### config.mk
export PLATFORM = sky130hd
export DESIGN_NAME = wdg_core
export DESIGN_NICKNAME = d
export VERILOG_FILES = /design/src/logic/wdg_pkg.sv /design/src/logic/wdg_prescaler.sv /design/src/logic/wdg_rst_pulse.sv /design/src/logic/wdg_core.sv
export SDC_FILE = /design/constraint.sdc
export NUM_CORES = 1
export LEC_CHECK = 0
export ABC_CLOCK_PERIOD_IN_PS = 4150
export BUFFER_PORTS_ARGS = -buffer_cell sky130_fd_sc_hd__buf_2
export CAP_MARGIN = 20
export CORE_AREA = 5 5 94 96
export CTS_CLUSTER_SIZE = 30
export DETAILED_ROUTE_END_ITERATION = 12
export DIE_AREA = 0 0 99 101
export PLACE_DENSITY = 0.51
export SLEW_MARGIN = 30
export SYNTH_ARGS = -nofsm -noshare
export SYNTH_HDL_FRONTEND = slang
export SYNTH_HIERARCHICAL = 1
export SYNTH_SLANG_ARGS = --single-unit
### constraint.sdc
create_clock -name i_mclk -period 4.15 [get_ports i_mclk]
set_input_delay 0.2075 -clock i_mclk [delete_from_list [all_inputs] [get_ports i_mclk]]
set_output_delay 0.2075 -clock i_mclk [all_outputs]
set_load 0.005 [all_outputs]
### src/logic/wdg_pkg.sv
// package: constants and types for the low-power watchdog
`default_nettype none

package wdg_pkg;

	// =====================================================
	// register map and fields
	localparam logic [15:0] WDG_CTRL_ADDR = 16'h002A;
	localparam int WDG_ACT_POS = 7;
	localparam int WDG_TOP_POS = 6;
	localparam logic [7:0] WDG_CTRL_RESET = 8'h7F;
	localparam logic [6:0] WDG_CNT_RESET = 7'h7F;
	localparam logic [6:0] WDG_CNT_TRIP = 7'h40;

	// =====================================================
	// timing
	localparam int WDG_CLK_NS = 40;
	localparam int WDG_PRESCALE_DIV = 16384;
	localparam int WDG_RST_PULSE_NS = 500;
	localparam logic [3:0] WDG_RST_PULSE_CYC =
		4'((WDG_RST_PULSE_NS + WDG_CLK_NS - 1) / WDG_CLK_NS);
	localparam int WDG_DELAY_SHORT = 256;
	localparam int WDG_DELAY_LONG = 4096;
	localparam logic [11:0] WDG_DLY_SHORT_LD = 12'(WDG_DELAY_SHORT - 1);
	localparam logic [11:0] WDG_DLY_LONG_LD = 12'(WDG_DELAY_LONG - 1);

	// =====================================================
	// types
	typedef struct packed {
		logic [15:0] addr;
		logic [7:0] wdata;
		logic wr;
		logic rd;
	} wdg_bus_s;

	typedef enum logic [2:0] {
		WDG_RUN = 3'b000,
		WDG_HALT_DEC = 3'b001,
		WDG_HALT_STOP = 3'b010,
		WDG_ACT_HALT = 3'b011,
		WDG_RESTART = 3'b100
	} wdg_state_e;

endpackage : wdg_pkg

`default_nettype wire

### src/logic/wdg_prescaler.sv
// module: free-running divider giving one tick per counter step
`default_nettype none

module wdg_prescaler import wdg_pkg::*; (
	// clock and reset
	input wire logic i_mclk,
	input wire logic i_srst,
	// step enable
	output logic o_tick
);

	logic [13:0] div;
	logic [13:0] next_div;
	logic next_tick;

	// =====================================================
	// divider, never disturbed by register writes
	always_comb begin
		next_div = div + 14'h0001;
		next_tick = (div == 14'(WDG_PRESCALE_DIV - 2));
	end

	always_ff @(posedge i_mclk) begin
		if (i_srst) begin
			div <= 14'h0000;
			o_tick <= 1'b0;
		end else begin
			div <= next_div;
			o_tick <= next_tick;
		end
	end

	// no second tick in the two cycles after a tick
	a_tick_spacing: assert property (@(posedge i_mclk) disable iff (i_srst)
		o_tick |=> !o_tick ##1 !o_tick)
		else $error("prescaler tick repeated too soon");

endmodule : wdg_prescaler

`default_nettype wire

### src/logic/wdg_rst_pulse.sv
// module: stretches a reset request into a low pulse on the reset pin
`default_nettype none

module wdg_rst_pulse import wdg_pkg::*; (
	// clock and power-on clear
	input wire logic i_mclk,
	input wire logic i_por,
	// request
	input wire logic i_fire,
	// reset pin drive
	output logic o_rst_n
);

	logic [3:0] cnt;
	logic [3:0] next_cnt;

	// =====================================================
	// kept off the system reset so the pulse is not cut short
	always_comb begin
		if (i_fire) begin
			next_cnt = WDG_RST_PULSE_CYC;
		end else if (cnt != 4'h0) begin
			next_cnt = cnt - 4'h1;
		end else begin
			next_cnt = 4'h0;
		end
	end

	always_ff @(posedge i_mclk) begin
		if (i_por) begin
			cnt <= 4'h0;
			o_rst_n <= 1'b1;
		end else begin
			cnt <= next_cnt;
			o_rst_n <= (next_cnt == 4'h0);
		end
	end

	a_pulse_width: assert property (@(posedge i_mclk) disable iff (i_por)
		$fell(o_rst_n) |-> ##12 !o_rst_n)
		else $error("reset pulse shorter than 500 ns");

endmodule : wdg_rst_pulse

`default_nettype wire

### src/logic/wdg_core.sv
// module: watchdog with halt and active-halt handling
//
// Added by the designer: strobed register access.
`default_nettype none

module wdg_core import wdg_pkg::*; (
	// clock and resets
	input wire logic i_mclk,
	input wire logic i_srst,
	input wire logic i_por,
	// register port
	input wire wdg_bus_s i_bus,
	output logic [7:0] o_rdata,
	// cpu and clock controller events
	input wire logic i_halt_exec,
	input wire logic i_ext_irq,
	input wire logic i_osc_irq,
	input wire logic i_rtc_interrupt_enable,
	// option settings
	input wire logic i_hw_wdg_opt,
	input wire logic i_halt_reset_option,
	input wire logic i_long_delay_sel,
	// status and reset pin
	output logic o_halted,
	output logic o_active_halt,
	output logic o_rst_n
);

	wdg_state_e state;
	wdg_state_e next_state;
	logic activation_bit;
	logic next_act;
	logic [6:0] cnt;
	logic [6:0] next_cnt;
	logic [11:0] dly;
	logic [11:0] next_dly;
	logic was_ahalt;
	logic next_was_ahalt;
	logic fire;
	logic next_fire;
	logic tick;
	logic ctrl_hit;
	logic wr_ctrl;
	logic enabled;
	logic [11:0] dly_load;

	// =====================================================
	// step prescaler and reset pulse
	wdg_prescaler u_presc (
		.i_mclk(i_mclk),
		.i_srst(i_srst),
		.o_tick(tick)
	);

	wdg_rst_pulse u_pulse (
		.i_mclk(i_mclk),
		.i_por(i_por),
		.i_fire(fire),
		.o_rst_n(o_rst_n)
	);

	// decode and restart length
	assign ctrl_hit = (i_bus.addr == WDG_CTRL_ADDR);
	assign wr_ctrl = i_bus.wr && ctrl_hit;
	assign dly_load = i_long_delay_sel ? WDG_DLY_LONG_LD
		: WDG_DLY_SHORT_LD;

	// =====================================================
	// control register, counter and power-mode sequencing
	always_comb begin
		next_state = state;
		next_act = activation_bit;
		next_cnt = cnt;
		next_dly = dly;
		next_was_ahalt = was_ahalt;
		next_fire = 1'b0;
		// activation only ever sets
		if (wr_ctrl) begin
			next_act = activation_bit | i_bus.wdata[WDG_ACT_POS];
		end
		enabled = next_act | i_hw_wdg_opt;
		case (state)
			WDG_RUN: begin
				if (wr_ctrl) begin
					next_cnt = i_bus.wdata[6:0];
				end else if (tick) begin
					next_cnt = cnt - 7'h01;
				end
				// top bit clearing while enabled, by step or by write
				if (enabled && cnt[WDG_TOP_POS] && !next_cnt[WDG_TOP_POS]) begin
					next_fire = 1'b1;
				end
				if (enabled && wr_ctrl && !i_bus.wdata[WDG_TOP_POS]) begin
					next_fire = 1'b1;
				end
				if (i_halt_exec) begin
					if (i_rtc_interrupt_enable) begin
						next_state = WDG_ACT_HALT;
						next_was_ahalt = 1'b1;
					end else if (i_halt_reset_option) begin
						next_fire = 1'b1;
					end else begin
						next_state = WDG_HALT_DEC;
					end
				end
			end
			WDG_HALT_DEC: begin
				// one last step, with no reset from it
				if (tick) begin
					next_cnt = cnt - 7'h01;
					next_state = WDG_HALT_STOP;
				end
				if (i_ext_irq) begin
					next_state = WDG_RESTART;
					next_dly = dly_load;
				end
			end
			WDG_HALT_STOP: begin
				if (i_ext_irq) begin
					next_state = WDG_RESTART;
					next_dly = dly_load;
				end
			end
			WDG_ACT_HALT: begin
				// frozen until an interrupt wakes the core
				if (i_osc_irq || i_ext_irq) begin
					next_state = WDG_RUN;
					next_was_ahalt = 1'b0;
				end
			end
			WDG_RESTART: begin
				if (dly == 12'h000) begin
					next_state = WDG_RUN;
					next_was_ahalt = 1'b0;
				end else begin
					next_dly = dly - 12'h001;
				end
			end
			default: begin
				next_state = WDG_RUN;
			end
		endcase
	end

	// registers; was_ahalt survives the system reset
	always_ff @(posedge i_mclk) begin
		if (i_por) begin
			was_ahalt <= 1'b0;
		end else begin
			was_ahalt <= next_was_ahalt;
		end
		if (i_srst) begin
			activation_bit <= WDG_CTRL_RESET[WDG_ACT_POS];
			cnt <= WDG_CNT_RESET;
			fire <= 1'b0;
			if (was_ahalt) begin
				state <= WDG_RESTART;
				dly <= dly_load;
			end else begin
				state <= WDG_RUN;
				dly <= 12'h000;
			end
		end else begin
			activation_bit <= next_act;
			cnt <= next_cnt;
			fire <= next_fire;
			state <= next_state;
			dly <= next_dly;
		end
	end

	// =====================================================
	// read port and status
	always_ff @(posedge i_mclk) begin
		if (i_srst) begin
			o_rdata <= 8'h00;
			o_halted <= 1'b0;
			o_active_halt <= 1'b0;
		end else begin
			o_rdata <= (i_bus.rd && ctrl_hit) ?
				{activation_bit, cnt} : 8'h00;
			o_halted <= (next_state == WDG_HALT_DEC) ||
				(next_state == WDG_HALT_STOP);
			o_active_halt <= (next_state == WDG_ACT_HALT);
		end
	end

	// =====================================================
	// checks
	a_step_only_tick: assert property (@(posedge i_mclk) disable iff (i_srst)
		(state == WDG_RUN && !wr_ctrl && !tick && !i_halt_exec)
		|=> $stable(cnt))
		else $error("counter moved without a prescaler tick");

	a_trip_fires: assert property (@(posedge i_mclk) disable iff (i_srst)
		(state == WDG_RUN && activation_bit && tick && !wr_ctrl &&
		cnt == WDG_CNT_TRIP) |=> fire ##1 !o_rst_n)
		else $error("no reset after 40h to 3Fh step");

	a_act_sticky: assert property (@(posedge i_mclk) disable iff (i_srst)
		activation_bit |=> activation_bit)
		else $error("activation bit cleared without reset");

	a_read_value: assert property (@(posedge i_mclk)
		disable iff (i_srst)
		(i_bus.rd && ctrl_hit) |=> o_rdata == $past({activation_bit, cnt}))
		else $error("control register read mismatch");

	a_reset_value: assert property (@(posedge i_mclk)
		$past(i_srst) |-> {activation_bit, cnt} == WDG_CTRL_RESET)
		else $error("control register not 7Fh after reset");

	a_hw_option: assert property (@(posedge i_mclk) disable iff (i_srst)
		(state == WDG_RUN && i_hw_wdg_opt && tick && !wr_ctrl &&
		cnt == WDG_CNT_TRIP) |=> fire)
		else $error("hardware watchdog did not fire");

	a_halt_frozen: assert property (@(posedge i_mclk) disable iff (i_srst)
		(state == WDG_HALT_STOP && !i_ext_irq)
		|=> $stable(cnt) && !fire)
		else $error("counter moved in plain halt");

	a_halt_wake: assert property (@(posedge i_mclk) disable iff (i_srst)
		(state == WDG_HALT_STOP && i_ext_irq)
		|=> state == WDG_RESTART ##1 $stable(cnt))
		else $error("external wake skipped restart delay");

	a_halt_reset: assert property (@(posedge i_mclk) disable iff (i_srst)
		(state == WDG_RUN && i_halt_exec && !i_rtc_interrupt_enable &&
		i_halt_reset_option) |=> fire)
		else $error("halt did not produce a reset");

	a_ahalt_frozen: assert property (@(posedge i_mclk) disable iff (i_srst)
		(state == WDG_ACT_HALT) |=> $stable(cnt) && !fire)
		else $error("counter moved in active-halt");

	a_ahalt_wake: assert property (@(posedge i_mclk) disable iff (i_srst)
		(state == WDG_ACT_HALT && (i_osc_irq || i_ext_irq))
		|=> state == WDG_RUN)
		else $error("active-halt wake not immediate");

	a_ahalt_reset: assert property (@(posedge i_mclk) disable iff (i_srst)
		($past(i_srst) && $past(was_ahalt)) |-> state == WDG_RESTART)
		else $error("reset from active-halt skipped delay");

	// writes, enables, halt entry and restart length
	a_write_loads: assert property (@(posedge i_mclk)
		disable iff (i_srst)
		(state == WDG_RUN && wr_ctrl) |=> cnt == $past(i_bus.wdata[6:0]))
		else $error("counter not loaded by write");

	a_write_sets: assert property (@(posedge i_mclk)
		disable iff (i_srst)
		(wr_ctrl && i_bus.wdata[WDG_ACT_POS]) |=> activation_bit)
		else $error("activation bit not set by write");

	a_soft_reset: assert property (@(posedge i_mclk)
		disable iff (i_srst)
		(state == WDG_RUN && wr_ctrl && !i_bus.wdata[WDG_TOP_POS] &&
		(activation_bit || i_bus.wdata[WDG_ACT_POS] || i_hw_wdg_opt))
		|=> fire)
		else $error("top bit cleared by write without reset");

	a_disabled_quiet: assert property (@(posedge i_mclk)
		disable iff (i_srst)
		(state == WDG_RUN && !activation_bit && !i_hw_wdg_opt &&
		!i_halt_exec && !wr_ctrl) |=> !fire)
		else $error("disabled watchdog fired");

	a_halt_dec_quiet: assert property (@(posedge i_mclk)
		disable iff (i_srst)
		(state == WDG_HALT_DEC) |=> !fire)
		else $error("reset fired during plain halt");

	a_ahalt_enter: assert property (@(posedge i_mclk)
		disable iff (i_srst)
		(state == WDG_RUN && i_halt_exec && i_rtc_interrupt_enable)
		|=> state == WDG_ACT_HALT && o_active_halt)
		else $error("interrupt enable did not pick active-halt");

	a_restart_len: assert property (@(posedge i_mclk)
		disable iff (i_srst)
		((state != WDG_RESTART) ##1 (state == WDG_RESTART))
		|-> dly == dly_load)
		else $error("restart delay length wrong");

	a_restart_frozen: assert property (@(posedge i_mclk)
		disable iff (i_srst)
		(state == WDG_RESTART) |=> $stable(cnt))
		else $error("counter moved during restart delay");

	a_idle_rdata: assert property (@(posedge i_mclk)
		disable iff (i_srst)
		!(i_bus.rd && ctrl_hit) |=> o_rdata == 8'h00)
		else $error("read data not cleared when idle");

	a_reset_state: assert property (@(posedge i_mclk)
		disable iff (i_srst)
		($past(i_srst) && !$past(was_ahalt))
		|-> state == WDG_RUN && !o_halted)
		else $error("reset from plain halt not back in run");

endmodule : wdg_core

`default_nettype wire

==> results.ini <==
[timing]
rsz0062_at_grt = false
finalSetupViolations = 0
hold_viol = 0
slew_violations = 0
slew_headroom_pct = 47.3
tns_ns = 0
finClkSkew_ns = 0.0104
worst_slew_pin_slew_ns = 0.787
fin_crit_ns = 2.56
fmax_ghz = 0.390
min_period_over_period_pct = 61.8

[run_status]
status = finished, final reports clean

[cells_and_area]
final_layout_size_suffix_gt1_share_pct = 19.2
layout.nets = 374
synthToLayoutAreaGrowth_pct = 16.5
num_antenna_cells = 0

[pwr]
power_frac_clock_pct = 30.5
pwr-share-comb_pct = 17.0
switching_share_pct = 26.8
powerDensity_mw_per_mm2 = 391
power_switching_uw = 327
intPower_uw = 892
seqPwrFrac_pct = 52.4
peakVddDrop_uv = 259
power_leakage_uw = 0.00121
p_total_uw = 1220

[synthesis]
synth_fp_nets = 332
synthCells = 291
synth_edf_count = 12
yosys_warnings = 6
async_flop_share_pct = 0
synth.area.top_cells = dfxtp_1 (32%), edfxtp_1 (13%), a21oi_1 (5.6%)
synth_top_cell_by_area = dfxtp_1
avgSynthCellArea_sq_um = 9.18
synth_flop_cell = dfxtp_1
post-synth-top-count-cell = dfxtp_1
synth_seq_cells = 55
synth.distinct_cells = 48
yosys.area.top_type_share_pct = 32.2
yosysSeqAreaShare_pct = 45.7
synth_area_sq_mm = 0.00267
yosys-top-cells-count = dfxtp_1 (43), a21oi_1 (30), nor2_1 (27), inv_1 (14), nand3_1 (13)

[drt]
drtIter0Drc = 85
ant_nets = 0
dr.pass1.iters = 4
wl_um = 5780
vias = 2197
wl_per_cell_um = 13.2
vias_per_cell = 5.00
drc = 0

[cts]
clock_latency_ns = 0.31
numClockSinks = 55
clk_pin_slew_ns = 0.10
ctsHoldBuffers = 0
cts_root_buffer = clkbuf_8
clk_path_buf_depth = 2
tritoncts = done
postCtsSetupRepairBufs = 0
cts_resized = 0
cts_htree_levels = 2
numCtsBuffers = 5

[worst_setup_path]
path_buf_inv = 0
crit_top_cell = nand3_1
cp_num_cells = 5
endpoint = dly[11]$_DFFE_PP_
critical_path_required_ns = 4.05
critical_path.top_delay_family = simple AND/OR/NAND/NOR gates
r2r_start = dly[2]$_DFFE_PP_
cp_max_fo = 12
endpoint_kind = register
crit_type = register to register
max_stage_delay_ns = 0.54
slowest_stage = nor4_1
reg2reg_depth = 5
r2r_setup_slack_ns = 1.59
r2r_end = dly[11]$_DFFE_PP_
cp.arrival_ns = 2.46
crit_chain = nor4_1 > nand3_1 > or3_1 > nand3_1 > nand3_1
cp-startpoint = dly[2]$_DFFE_PP_
worstSetupStartpointType = register

[grt]
antenna_found_initial = 0
grt_pass1_vias = 2079
gr-total-overflow = 0
grt_first_pass_wirelength_um = 9710
grt_max_degree = 34
grt_util_all_layers_pct = 11.8

[floorplan]
core_area_sq_mm = 0.00797
die_w_um = 99
floorplan.initialDensity_pct = 33.5
io_pins = 47
dieArea_sq_mm = 0.0100
rows = 33
die_h_um = 101

[min_path]
worstHoldPathType = input port to register
min_from = i_por

[placed_design]
hpwl_um = 4310
globalplace.congestion = 0.810
io_buffer_count = 46

[job]
maxCapViolCount = 0

==> metal layers <==
layer	GRT usage (%)	wire length, um
met3	2.49	254
met4	3.15	59
met1	15.8	2790
met2	19.3	2670
met5	0	0
==> logic make-up (layout without fill, tap and decap cells) <==
| logic type | count (synthesis) | in the layout | synth area share [%] |
|---|---|---|---|
| flops | 55 | 55 | 45.7 |
| fa+ha+maj | 6 | 6 | 2.76 |
| mux | 7 | 7 | 2.67 |
| compound gates | 67 | 67 | 15.2 |
| buf+inv | 26 | 69 | 3.65 |
| simple gates | 116 | 116 | 25.4 |
| xor+xnor | 14 | 14 | 4.59 |
==> through the flow <==
step / instance area, sq um / instances / utilization (%) / setup WS (ns) / hold slack [ns]
finish: 3110 / 439 / 39.1 / 1.59 / 0.120
global route: 3110 / 439 / 39.1 / 1.43 / 0.128
CTS: 3110 / 439 / 39.1 / 1.54 / 0.109
detailed placement: 2990 / 431 / 37.5 / 1.58 / 0.454
global placement: 2990 / 431 / 37.5 / 1.67 / 0.453
floorplan: 2670 / 291 / - / 1.98 / 0.277
==> power by group through the flow <==
stage | Clock (uW) | Sequential (uW) | Combinational [uW]
floorplan | 0 | 639 | 158
detailed placement | 0 | 652 | 210
CTS | 391 | 640 | 212
finish | 372 | 639 | 208
global placement | 0 | 651 | 209
global route | 409 | 646 | 237
==> flip-flops by register name (all words and copies together) (netlist names), 3 cells and up <==
register	flops
cnt	7
dly	12
o_rdata	8
state	3
u_presc/div	14
u_pulse/cnt	4
==> worst min path at each step <==
stage	endpoint	cells after the start
2_1_floorplan	u_presc/div[5]$_SDFF_PP0_	1
3_3_place_gp	u_presc/o_tick$_SDFF_PP0_	1
3_5_place_dp	u_pulse/cnt[2]$_SDFF_PP0_	2
4_1_cts	u_pulse/cnt[2]$_SDFF_PP0_	2
5_1_grt	u_pulse/cnt[2]$_SDFF_PP0_	2
6_report	u_pulse/cnt[2]$_SDFF_PP0_	2
==> layout by cell type, fill, tap and decap left out, types with 8 or more instances in the layout <==
cell type | synthesis | layout
a21oi_1 | 30 | 30
and2_1 | 10 | 10
buf_2 | 0 | 46
dfxtp_1 | 43 | 43
edfxtp_1 | 12 | 12
inv_1 | 14 | 14
nand2_1 | 12 | 12
nand3_1 | 13 | 13
nor2_1 | 27 | 27
nor3_1 | 8 | 8
o21ai_0 | 12 | 12
or3_1 | 8 | 8
xnor2_1 | 8 | 8
==> cell type report <==
class,instances,area [sq um]
inverter,15,56.3
tap,105,131
clock buffer,6,82.6
clock inverter,2,38.8
sequential,55,1220
timing repair buffer,46,230
multi-input combinational,210,1350
fill,831,4860
Power figures use the tool's default switching activity.
